$ cat src/core/dmr_pkg.sv
package dmr_pkg;
   localparam int ADDR_W = 13;
   localparam int BA_W = 2;
   // bank select during a load-setup command
   localparam logic [1:0] BA_MR = 2'h0;
   localparam logic [1:0] BA_EMR = 2'h1;
   localparam logic [1:0] BA_SECOND_EXTENDED_REGISTER = 2'h2;
   localparam logic [1:0] BA_THIRD_EXTENDED_REGISTER = 2'h3;
   // main setup register fields
   localparam int MR_BL_LSB = 0;
   localparam int MR_CL_LSB = 4;
   localparam int MR_TEST = 7;
   localparam int MR_DLLRST = 8;
   localparam int MR_WR_LSB = 9;
   localparam int MR_PDX = 12;
   localparam logic [12:0] MR_SELFCLR = 13'h0100;
   localparam logic [2:0] BL8_CODE = 3'h3;
   localparam logic [4:0] BL4_HALF = 5'h02;
   localparam logic [4:0] BL8_HALF = 5'h04;
   // extended setup register fields
   localparam int EMR_DLL = 0;
   localparam int EMR_DRV = 1;
   localparam int EMR_RTT0 = 2;
   localparam int EMR_AL_LSB = 3;
   localparam int EMR_RTT1 = 6;
   localparam int EMR_DQSN = 10;
   localparam int EMR_REDUNDANT_STROBE = 11;
   localparam int EMR_QOFF = 12;
   localparam int SECOND_EXTENDED_REGISTER_HOT = 7;
   localparam logic [12:0] SECOND_EXTENDED_REGISTER_HOT_MASK = 13'h0080;
   // legal field ranges
   localparam logic [2:0] CL_MIN = 3'h3;
   localparam logic [2:0] CL_MAX = 3'h6;
   localparam logic [2:0] WR_CODE_MIN = 3'h1;
   localparam logic [2:0] WR_CODE_MAX = 3'h5;
   localparam logic [2:0] WR_OFS = 3'h1;
   localparam logic [2:0] AL_MAX = 3'h4;
   // termination resistance in ohms
   localparam logic [7:0] RTT_OFF = 8'h00;
   localparam logic [7:0] RTT_75 = 8'h4B;
   localparam logic [7:0] RTT_150 = 8'h96;
   localparam logic [7:0] RTT_50 = 8'h32;
   // timing, in clocks
   localparam int DLL_LOCK_CK = 200;
   localparam int ODT_HOLD_CK = 8;
   localparam int SETUP_LOAD_DELAY_CK = 2;
   localparam logic [2:0] ACT_TO_ACCESS_CK = 3'h4;
   localparam int DLY_DEPTH = 32;
   localparam int DLY_TAP_W = 5;
   // controller register port
   localparam int REG_AW = 8;
   localparam int REG_DW = 32;
   localparam logic [7:0] REG_LOAD = 8'h00;
   localparam logic [7:0] REG_CTRL = 8'h04;
   localparam logic [7:0] REG_ACCESS = 8'h08;
   localparam logic [7:0] REG_STATUS = 8'h0C;
   localparam int LD_BA_LSB = 13;
   localparam int ACC_KIND_LSB = 16;
   localparam int CTRL_ODT = 0;
   localparam int CTRL_SREF = 1;
   localparam int ST_BUSY = 0;
   localparam int ST_DLLWAIT = 1;
   localparam int ST_ODTHOLD = 2;
   localparam int ST_SREF = 3;
   localparam int ST_REFUSED = 4;
   localparam int ST_BANK = 5;
   localparam int ST_DLLDUE = 6;
   localparam logic [2:0] ACC_ACT = 3'h0;
   localparam logic [2:0] ACC_READ = 3'h1;
   localparam logic [2:0] ACC_WRITE = 3'h2;
   localparam logic [2:0] ACC_WRAP = 3'h3;
   localparam logic [2:0] ACC_PRE = 3'h4;
   // {cs_n, ras_n, cas_n, we_n}
   typedef enum logic [3:0] {
      CMD_LOAD = 4'h0,
      CMD_REFRESH = 4'h1,
      CMD_PRECHARGE = 4'h2,
      CMD_ACTIVATE = 4'h3,
      CMD_WRITE = 4'h4,
      CMD_READ = 4'h5,
      CMD_NOP = 4'h7,
      CMD_DESEL = 4'hF
   } dmr_cmd_t;
endpackage

$ cat src/core/dmr_cmd_if.sv
`timescale 1ns/10ps
interface dmr_cmd_if;
   logic cke;
   logic cs_n;
   logic ras_n;
   logic cas_n;
   logic we_n;
   logic [1:0] ba;
   logic [12:0] addr;
   logic termination_control;
   modport ctrl (output cke, cs_n, ras_n, cas_n, we_n, ba, addr, termination_control);
   modport mem (input cke, cs_n, ras_n, cas_n, we_n, ba, addr, termination_control);
endinterface

$ cat src/core/dmr_mem_end.sv
// The register addresses and the plain strobed port were decided locally.
`timescale 1ns/10ps
// What this block does
// - setting dll reset bit pulses reset, self-clears
// - controller waits 200 clocks before read
// - auto precharge starts write recovery after data
// - controller programs recovery two to six
// - bit twelve picks fast or slow exit
// - column latency three to six whole clocks
// - read data at edge n plus latency
// - extended loads only idle, then wait delay
// - extended register holds until reprogrammed
// - controller enables dll, then resets it
// - self refresh stops dll, exit resets it
// - bit one reduces drive to sixty percent
// - strobe complement and redundant strobe enables
// - bit twelve disables all data outputs
// - bits six and two pick termination
// - termination pin works outside self refresh
// - termination pin low eight clocks after extended load with termination
// - posted extra latency zero to four
// - read total sums latencies, write one less
// - hot refresh rate bit, others zero
// - bank bits select target setup register
// - every field supplied on each load
module dmr_mem_end (
   input wire logic sys_clk,
   input wire logic nrst,
   dmr_cmd_if.mem bus,
   output logic dll_enabled_q,
   output logic dll_reset_q,
   output logic fast_exit_q,
   output logic dll_frozen_q,
   output logic [2:0] column_latency_q,
   output logic column_latency_bad_q,
   output logic [2:0] posted_extra_latency_q,
   output logic [3:0] read_delay_total_q,
   output logic [3:0] write_delay_total_q,
   output logic [2:0] write_recovery_q,
   output logic drive_reduced_q,
   output logic data_out_en_q,
   output logic strobe_complement_en_q,
   output logic redundant_strobe_en_q,
   output logic redundant_complement_en_q,
   output logic [7:0] termination_resistance_q,
   output logic termination_on_q,
   output logic hot_refresh_rate_q,
   output logic self_refresh_q,
   output logic power_down_q,
   output logic bank_open_q,
   output logic read_data_start_q,
   output logic write_data_start_q,
   output logic auto_precharge_start_q,
   output logic [12:0] third_extended_register_q
);
   import dmr_pkg::*;

   ////////////////////////////////////////////////////////////////////////////
   // command decode
   logic cke_prev_q;
   logic [12:0] main_setup_register_q;
   logic [12:0] extended_setup_register_q;
   logic [12:0] second_extended_register_q;
   dmr_cmd_t cmd;
   assign cmd = dmr_cmd_t'({bus.cs_n, bus.ras_n, bus.cas_n, bus.we_n});
   wire live = cke_prev_q & bus.cke & !bus.cs_n;
   wire load_setup_command = live & (cmd == CMD_LOAD);
   wire lm_mr = load_setup_command & (bus.ba == BA_MR);
   wire lm_emr = load_setup_command & (bus.ba == BA_EMR);
   wire lm_second_extended_register = load_setup_command & (bus.ba == BA_SECOND_EXTENDED_REGISTER);
   wire lm_third_extended_register = load_setup_command & (bus.ba == BA_THIRD_EXTENDED_REGISTER);
   wire act = live & (cmd == CMD_ACTIVATE);
   wire pre = live & (cmd == CMD_PRECHARGE);
   wire rd = live & (cmd == CMD_READ);
   wire wr = live & (cmd == CMD_WRITE);
   wire wr_ap = wr & bus.addr[10];
   wire sr_entry = cke_prev_q & !bus.cke & !bus.cs_n & (cmd == CMD_REFRESH);
   wire sr_exit = self_refresh_q & bus.cke;
   wire pd_entry = cke_prev_q & !bus.cke & !sr_entry & !self_refresh_q;
   wire pd_exit = power_down_q & bus.cke;

   ////////////////////////////////////////////////////////////////////////////
   // setup registers
   // dll reset bit drops one cycle after capture
   wire [12:0] mr_d = lm_mr ? bus.addr : (main_setup_register_q & ~MR_SELFCLR);
   // no other source touches them: contents live until the next load
   wire [12:0] emr_d = lm_emr ? bus.addr : extended_setup_register_q;
   wire [12:0] second_extended_register_d = lm_second_extended_register ? bus.addr : second_extended_register_q;
   wire [12:0] third_extended_register_d = lm_third_extended_register ? bus.addr : third_extended_register_q;

   always_ff @(posedge sys_clk or negedge nrst) begin
      if (!nrst) begin
         main_setup_register_q <= '0;
         extended_setup_register_q <= '0;
         second_extended_register_q <= '0;
         third_extended_register_q <= '0;
      end else begin
         main_setup_register_q <= mr_d;
         extended_setup_register_q <= emr_d;
         second_extended_register_q <= second_extended_register_d;
         third_extended_register_q <= third_extended_register_d;
      end
   end

   ////////////////////////////////////////////////////////////////////////////
   // field decode, taken from captured values only
   wire [12:0] mr = main_setup_register_q;
   wire [12:0] extended_setup_register = extended_setup_register_q;
   wire [2:0] cl = mr[MR_CL_LSB +: 3];
   wire cl_bad = (cl < CL_MIN) | (cl > CL_MAX);
   wire [2:0] al = extended_setup_register[EMR_AL_LSB +: 3];
   wire [3:0] rl = {1'b0, al} + {1'b0, cl};
   wire [3:0] wl = rl - 4'h1;
   wire [2:0] wrec = mr[MR_WR_LSB +: 3] + WR_OFS;
   wire [4:0] bl_half = (mr[MR_BL_LSB +: 3] == BL8_CODE) ? BL8_HALF : BL4_HALF;
   // recovery counted from the last data beat of the burst
   wire [4:0] pre_tap = {1'b0, write_delay_total_q} + bl_half + {2'b00, write_recovery_q};
   wire [1:0] rtt_sel = {extended_setup_register[EMR_RTT1], extended_setup_register[EMR_RTT0]};
   wire [7:0] rtt_ohm = (rtt_sel == 2'h1) ? RTT_75 :
                        (rtt_sel == 2'h2) ? RTT_150 :
                        (rtt_sel == 2'h3) ? RTT_50 : RTT_OFF;
   wire q_off = extended_setup_register[EMR_QOFF];
   wire dqsn_off = extended_setup_register[EMR_DQSN];
   wire redundant_strobe_on = extended_setup_register[EMR_REDUNDANT_STROBE];
   // pin gated when termination is off, in self refresh and on its entry cycle
   wire term_d = bus.termination_control & (rtt_ohm != RTT_OFF) & !self_refresh_q & !sr_entry;
   wire active_pd = power_down_q & bank_open_q;

   always_ff @(posedge sys_clk or negedge nrst) begin
      if (!nrst) begin
         column_latency_q <= '0;
         column_latency_bad_q <= 1'b0;
         posted_extra_latency_q <= '0;
         read_delay_total_q <= '0;
         write_delay_total_q <= '0;
         write_recovery_q <= '0;
         fast_exit_q <= 1'b1;
         drive_reduced_q <= 1'b0;
         data_out_en_q <= 1'b1;
         strobe_complement_en_q <= 1'b1;
         redundant_strobe_en_q <= 1'b0;
         redundant_complement_en_q <= 1'b0;
         termination_resistance_q <= RTT_OFF;
         hot_refresh_rate_q <= 1'b0;
      end else begin
         column_latency_q <= cl;
         column_latency_bad_q <= cl_bad;
         posted_extra_latency_q <= al;
         read_delay_total_q <= rl;
         write_delay_total_q <= wl;
         write_recovery_q <= wrec;
         fast_exit_q <= !mr[MR_PDX];
         drive_reduced_q <= extended_setup_register[EMR_DRV];
         data_out_en_q <= !q_off;
         strobe_complement_en_q <= !dqsn_off & !q_off;
         redundant_strobe_en_q <= redundant_strobe_on & !q_off;
         redundant_complement_en_q <= redundant_strobe_on & !dqsn_off & !q_off;
         termination_resistance_q <= rtt_ohm;
         hot_refresh_rate_q <= second_extended_register_q[SECOND_EXTENDED_REGISTER_HOT];
      end
   end

   ////////////////////////////////////////////////////////////////////////////
   // power state, dll and termination
   always_ff @(posedge sys_clk or negedge nrst) begin
      if (!nrst) begin
         cke_prev_q <= 1'b0;
         self_refresh_q <= 1'b0;
         power_down_q <= 1'b0;
         bank_open_q <= 1'b0;
         dll_enabled_q <= 1'b0;
         dll_reset_q <= 1'b0;
         dll_frozen_q <= 1'b0;
         termination_on_q <= 1'b0;
      end else begin
         cke_prev_q <= bus.cke;
         self_refresh_q <= sr_entry | (self_refresh_q & !sr_exit);
         power_down_q <= pd_entry | (power_down_q & !pd_exit);
         // any precharge closes the open row; one flag covers all banks
         bank_open_q <= act | (bank_open_q & !pre);
         dll_enabled_q <= !extended_setup_register[EMR_DLL] & !self_refresh_q & !sr_entry;
         dll_reset_q <= (lm_mr & bus.addr[MR_DLLRST]) | sr_exit;
         dll_frozen_q <= active_pd & mr[MR_PDX];
         termination_on_q <= term_d;
      end
   end

   ////////////////////////////////////////////////////////////////////////////
   // latency timing
   dmr_pulse_delay u_rd_dly (
      .sys_clk(sys_clk),
      .nrst(nrst),
      .pulse_in(rd),
      .tap({1'b0, read_delay_total_q}),
      .pulse_out_q(read_data_start_q)
   );

   dmr_pulse_delay u_wr_dly (
      .sys_clk(sys_clk),
      .nrst(nrst),
      .pulse_in(wr),
      .tap({1'b0, write_delay_total_q}),
      .pulse_out_q(write_data_start_q)
   );

   dmr_pulse_delay u_ap_dly (
      .sys_clk(sys_clk),
      .nrst(nrst),
      .pulse_in(wr_ap),
      .tap(pre_tap),
      .pulse_out_q(auto_precharge_start_q)
   );
endmodule // dmr_mem_end

$ cat src/core/dmr_pulse_delay.sv
`timescale 1ns/10ps
module dmr_pulse_delay (
   input wire logic sys_clk,
   input wire logic nrst,
   input wire logic pulse_in,
   input wire logic [dmr_pkg::DLY_TAP_W-1:0] tap,
   output logic pulse_out_q
);
   import dmr_pkg::*;
   logic [DLY_DEPTH-1:0] sr_q;
   wire [DLY_DEPTH:0] chain = {sr_q, pulse_in};
   // tap 0 would underflow; treat as 1
   wire [DLY_TAP_W-1:0] idx = (tap == 5'h00) ? 5'h00 : tap - 5'h01;

   always_ff @(posedge sys_clk or negedge nrst) begin
      if (!nrst) begin
         sr_q <= '0;
         pulse_out_q <= 1'b0;
      end else begin
         sr_q <= chain[DLY_DEPTH-1:0];
         pulse_out_q <= chain[idx];
      end
   end
endmodule // dmr_pulse_delay

$ cat src/flat_wrapper.sv
// flat-port wrapper written by rule: the top's interface ports become plain ports
module dmr_mem_end_flat import dmr_pkg::*;
  (sys_clk, nrst, dll_enabled_q, dll_reset_q, fast_exit_q, dll_frozen_q, column_latency_q, column_latency_bad_q, posted_extra_latency_q, read_delay_total_q, write_delay_total_q, write_recovery_q, drive_reduced_q, data_out_en_q, strobe_complement_en_q, redundant_strobe_en_q, redundant_complement_en_q, termination_resistance_q, termination_on_q, hot_refresh_rate_q, self_refresh_q, power_down_q, bank_open_q, read_data_start_q, write_data_start_q, auto_precharge_start_q, third_extended_register_q, bus_cke, bus_cs_n, bus_ras_n, bus_cas_n, bus_we_n, bus_ba, bus_addr, bus_termination_control);
  dmr_cmd_if bus_i ();
  input wire logic sys_clk;
  input wire logic nrst;
  output logic dll_enabled_q;
  output logic dll_reset_q;
  output logic fast_exit_q;
  output logic dll_frozen_q;
  output logic [2:0] column_latency_q;
  output logic column_latency_bad_q;
  output logic [2:0] posted_extra_latency_q;
  output logic [3:0] read_delay_total_q;
  output logic [3:0] write_delay_total_q;
  output logic [2:0] write_recovery_q;
  output logic drive_reduced_q;
  output logic data_out_en_q;
  output logic strobe_complement_en_q;
  output logic redundant_strobe_en_q;
  output logic redundant_complement_en_q;
  output logic [7:0] termination_resistance_q;
  output logic termination_on_q;
  output logic hot_refresh_rate_q;
  output logic self_refresh_q;
  output logic power_down_q;
  output logic bank_open_q;
  output logic read_data_start_q;
  output logic write_data_start_q;
  output logic auto_precharge_start_q;
  output logic [12:0] third_extended_register_q;
  input wire logic [$bits(bus_i.cke)-1:0] bus_cke;
  input wire logic [$bits(bus_i.cs_n)-1:0] bus_cs_n;
  input wire logic [$bits(bus_i.ras_n)-1:0] bus_ras_n;
  input wire logic [$bits(bus_i.cas_n)-1:0] bus_cas_n;
  input wire logic [$bits(bus_i.we_n)-1:0] bus_we_n;
  input wire logic [$bits(bus_i.ba)-1:0] bus_ba;
  input wire logic [$bits(bus_i.addr)-1:0] bus_addr;
  input wire logic [$bits(bus_i.termination_control)-1:0] bus_termination_control;
  assign bus_i.cke = bus_cke;
  assign bus_i.cs_n = bus_cs_n;
  assign bus_i.ras_n = bus_ras_n;
  assign bus_i.cas_n = bus_cas_n;
  assign bus_i.we_n = bus_we_n;
  assign bus_i.ba = bus_ba;
  assign bus_i.addr = bus_addr;
  assign bus_i.termination_control = bus_termination_control;
  dmr_mem_end u_core (.sys_clk(sys_clk), .nrst(nrst), .bus(bus_i), .dll_enabled_q(dll_enabled_q), .dll_reset_q(dll_reset_q), .fast_exit_q(fast_exit_q), .dll_frozen_q(dll_frozen_q), .column_latency_q(column_latency_q), .column_latency_bad_q(column_latency_bad_q), .posted_extra_latency_q(posted_extra_latency_q), .read_delay_total_q(read_delay_total_q), .write_delay_total_q(write_delay_total_q), .write_recovery_q(write_recovery_q), .drive_reduced_q(drive_reduced_q), .data_out_en_q(data_out_en_q), .strobe_complement_en_q(strobe_complement_en_q), .redundant_strobe_en_q(redundant_strobe_en_q), .redundant_complement_en_q(redundant_complement_en_q), .termination_resistance_q(termination_resistance_q), .termination_on_q(termination_on_q), .hot_refresh_rate_q(hot_refresh_rate_q), .self_refresh_q(self_refresh_q), .power_down_q(power_down_q), .bank_open_q(bank_open_q), .read_data_start_q(read_data_start_q), .write_data_start_q(write_data_start_q), .auto_precharge_start_q(auto_precharge_start_q), .third_extended_register_q(third_extended_register_q));
endmodule
$ cat config.mk
export PLATFORM = sky130hd
export DESIGN_NAME = dmr_mem_end_flat
export DESIGN_NICKNAME = d
export VERILOG_FILES = /design/src/core/dmr_pkg.sv /design/src/core/dmr_cmd_if.sv /design/src/core/dmr_mem_end.sv /design/src/core/dmr_pulse_delay.sv /design/src/flat_wrapper.sv
export SDC_FILE = /design/constraint.sdc
export NUM_CORES = 1
export LEC_CHECK = 0
export ABC_AREA = 1
export BUFFER_PORTS_ARGS = -buffer_cell sky130_fd_sc_hd__buf_2
export CAP_MARGIN = 10
export CORE_ASPECT_RATIO = 0.75
export CORE_MARGIN = 2
export CORE_UTILIZATION = 30
export CTS_BUF_LIST = sky130_fd_sc_hd__clkbuf_8
export DETAILED_ROUTE_END_ITERATION = 8
export GPL_TIMING_DRIVEN = 0
export PLACE_DENSITY = 0.47
export SLEW_MARGIN = 25
export SYNTH_ARGS = -nofsm -noshare
export SYNTH_HDL_FRONTEND = slang
export SYNTH_SLANG_ARGS = --single-unit
$ cat constraint.sdc
create_clock -name sys_clk -period 4.4 [get_ports sys_clk]
set_clock_uncertainty 0.2 [all_clocks]
set_input_delay 0.66 -clock sys_clk [delete_from_list [all_inputs] [get_ports sys_clk]]
set_output_delay 0.66 -clock sys_clk [all_outputs]
set_load 0.03 [all_outputs]
==> impl_metrics.tcl <==
set metrics [dict create \
    seq_area_frac_synth_pct 62.7 \
    hold_class "register to register" \
    syn-num-nets 563 \
    fmax_mhz 282 \
    placed_area_um2 6160 \
    synthCells 525 \
    power_mw 3.92 \
    syn2layout_area_growth_pct 22.1 \
    wl_per_cell_um 13.5 \
    rsz0062_at_grt "no" \
    power.leakage_nw 3.49 \
    tritoncts "built" \
    h-tree-depth 4 \
    clk_pin_slew_worst_paths_ns 0.09 \
    powerDensity_nw_per_um2 592 \
    grt-ovfl-total 0 \
    ys_ff_latch 136 \
    cts_buffers 17 \
    finalCritPeriodShare_pct 80.5 \
    grt_max_degree 97 \
    dp_cells 846 \
    fillers 1806 \
    post_synth_num_cell_types 39 \
    status "complete, no violations" \
    ant_nets 0 \
    worstSetupPathType "register to register" \
    setup_viol 0 \
    dieArea_um2 19200 \
    holdWs_ns 0.169 \
    grt_pass1_wl_um 19800 \
    layout-drive-gt1-share_pct 24.8 \
    syn_area_per_cell_um2 10.3 \
    finalSetupTns_ns 0 \
    core_area_um2 17700 \
    fin_ws_ns 0.857 \
    maxSlewViolCount 0 \
    final_common_cell "dfrtp_1" \
    io_pins 79 \
    diodes 0 \
    period_needed_ns 3.54 \
    grt_pass1_vias 3768 \
    ir_drop_uv 239 \
    ctsLongestPathBuffers 2 \
    drt_pre_antenna_iters 4 \
    cap_violations 0 \
    cts_sinks 136 \
    arrival_ns 3.65 \
    worst-path-max-fanout 9 \
    vias_per_cell 4.31 \
    dr.first_iter.drc_count 236 \
    ff_latch_area_um2 3410 \
    fp.dieW_um 159 \
    antenna_found_initial 0 \
    routabilityCongestion 0.853 \
    drt-total-wl_um 11900 \
    root_buffer "clkbuf_8" \
    tightest_slew_ns 0.478 \
    multi_input_area_um2 1620 \
    preCtsSetupSlack_ns 0.903 \
    final_cell_mix "133 x dfrtp_1, 86 x inv_1, 82 x nand2_1" \
    io_buffer_count 78 \
    start_util_pct 30.7 \
    die_h_um 121 \
    fin_nets 662 \
    grtUsageTotal_pct 13.5 \
    yosys_warnings 0 \
    instances_no_fill 879 \
    row_count 42 \
    worstSkewPairLatency_ns 0.44 \
    cp-start-kind "register" \
    drc 0 \
    end_kind "register" \
    required_ns 4.51 \
    post-route-util_pct 37.4 \
    hpwl_um 8460 \
    final_hold_viol_count 0 \
    via_count 3791 \
    syn-cell-area_um2 5430 \
    timing.slew.headroom_pct 68.2 \
    postCtsSetupRepairBufs 0 \
    finalInstanceArea_um2 6630 \
]
-- Yosys cell counts, drive strengths merged --
| cell type | instances | area (µm²) |
|---|---|---|
| a21oi | 5 | 25.0 |
| a31oi | 2 | 18.8 |
| buf | 7 | 48.8 |
| clkbuf | 5 | 18.8 |
| dfrtp | 133 | 3330 |
| dfstp | 3 | 78.8 |
| fa | 2 | 40.0 |
| ha | 13 | 163 |
| inv | 91 | 342 |
| nand2 | 86 | 333 |
| nand3 | 36 | 210 |
| nand3b | 1 | 7.51 |
| nand4 | 1 | 6.26 |
| nor2 | 38 | 165 |
| nor3 | 9 | 66.3 |
| nor4 | 1 | 6.26 |
| o2111ai | 5 | 43.8 |
| o211ai | 12 | 90.1 |
| o21ai | 50 | 258 |
| o21bai | 1 | 7.51 |
| o22ai | 1 | 6.26 |
| o31ai | 1 | 7.51 |
| o32ai | 1 | 8.76 |
| or2 | 12 | 75.1 |
| xnor2 | 3 | 26.3 |
| xor2 | 6 | 52.6 |
-- routing by layer --
layer | part of all wire [%] | track usage [%]
met5 | 0 | 0
met4 | 0.91 | 3.81
met3 | 6.5 | 5.80
met2 | 40 | 17.9
met1 | 53 | 19.8
-- state kept, by name, indices dropped and copies added (netlist names), 3 cells and up --
register	count
u_core.column_latency_q	3
u_core.extended_setup_register	10
u_core.main_setup_register_q	10
u_core.posted_extra_latency_q	3
u_core.read_delay_total_q	4
u_core.termination_resistance_q	5
u_core.third_extended_register_q	13
u_core.u_ap_dly.sr_q	31
u_core.u_rd_dly.sr_q	15
u_core.u_wr_dly.sr_q	15
u_core.write_delay_total_q	4
u_core.write_recovery_q	3
-- worst paths after layout --
path	slack (ns)	to	cells after the start	from
max in group asynchronous	2.73	u_core.data_out_en_q$_DFF_PN1_	3	nrst
hold / removal	0.17	u_core.u_wr_dly.sr_q[13]$_DFF_PN0_	0	u_core.u_wr_dly.sr_q[12]$_DFF_PN0_
setup reg to reg	0.86	u_core.u_ap_dly.pulse_out_q$_DFF_PN0_	18	u_core.main_setup_register_q[2]$_DFFE_PN0P_
hold reg to reg	0.17	u_core.u_wr_dly.sr_q[13]$_DFF_PN0_	0	u_core.u_wr_dly.sr_q[12]$_DFF_PN0_
min in group asynchronous	0.50	u_core.u_rd_dly.sr_q[9]$_DFF_PN0_	2	nrst
setup / recovery	0.86	u_core.u_ap_dly.pulse_out_q$_DFF_PN0_	18	u_core.main_setup_register_q[2]$_DFFE_PN0P_
-- final cells by class --
cell class              instances  area share, %
inverters                      91           5.15
flip-flops and latches        136           51.4
multi-input cells             286           24.4
clock buffers                  18           3.74
clock inverters                14           3.17
plain buffers                  12           1.02
well taps                     242           4.57
repair buffers                 80           6.60
-- what timing repair did --
item / 4_1_cts / 5_1_grt
gates resized for setup: 0 / 0
hold endpoints to repair: 40 / 0
hold buffers: 1 / 0
-- logic make-up after synthesis --
group	after synthesis	share of synthesized area [%]
and+or+nand+nor	184	16.0
DFF	136	62.7
buffers and inverters	103	7.53
AOI/OAI and AO/OA	78	8.57
adders and majority gates	15	3.73
xor gates and xnor gates	9	1.45
-- power by group --
part | switching, mW | internal [mW]
Combinational | 0.904 | 0.452
Sequential | 0.0664 | 1.33
Clock | 0.519 | 0.648
Total | 1.49 | 2.43
-- critical path, stage by stage (launching register included) --
cell and delay (ns):
dfrtp_1 0.38, nand3b_1 0.30, xnor2_1 0.21, inv_1 0.06
ha_1 0.27, ha_1 0.16, inv_1 0.07, fa_1 0.59
inv_1 0.10, nor2_4 0.12, nand3_2 0.15, nand2_2 0.22
inv_1 0.12, nand3_1 0.09, nand3_1 0.09, nand3_1 0.09
nand2_1 0.06, nand2_1 0.06, nand2_1 0.08
Note: power is estimated with default switching activity, not from simulation.
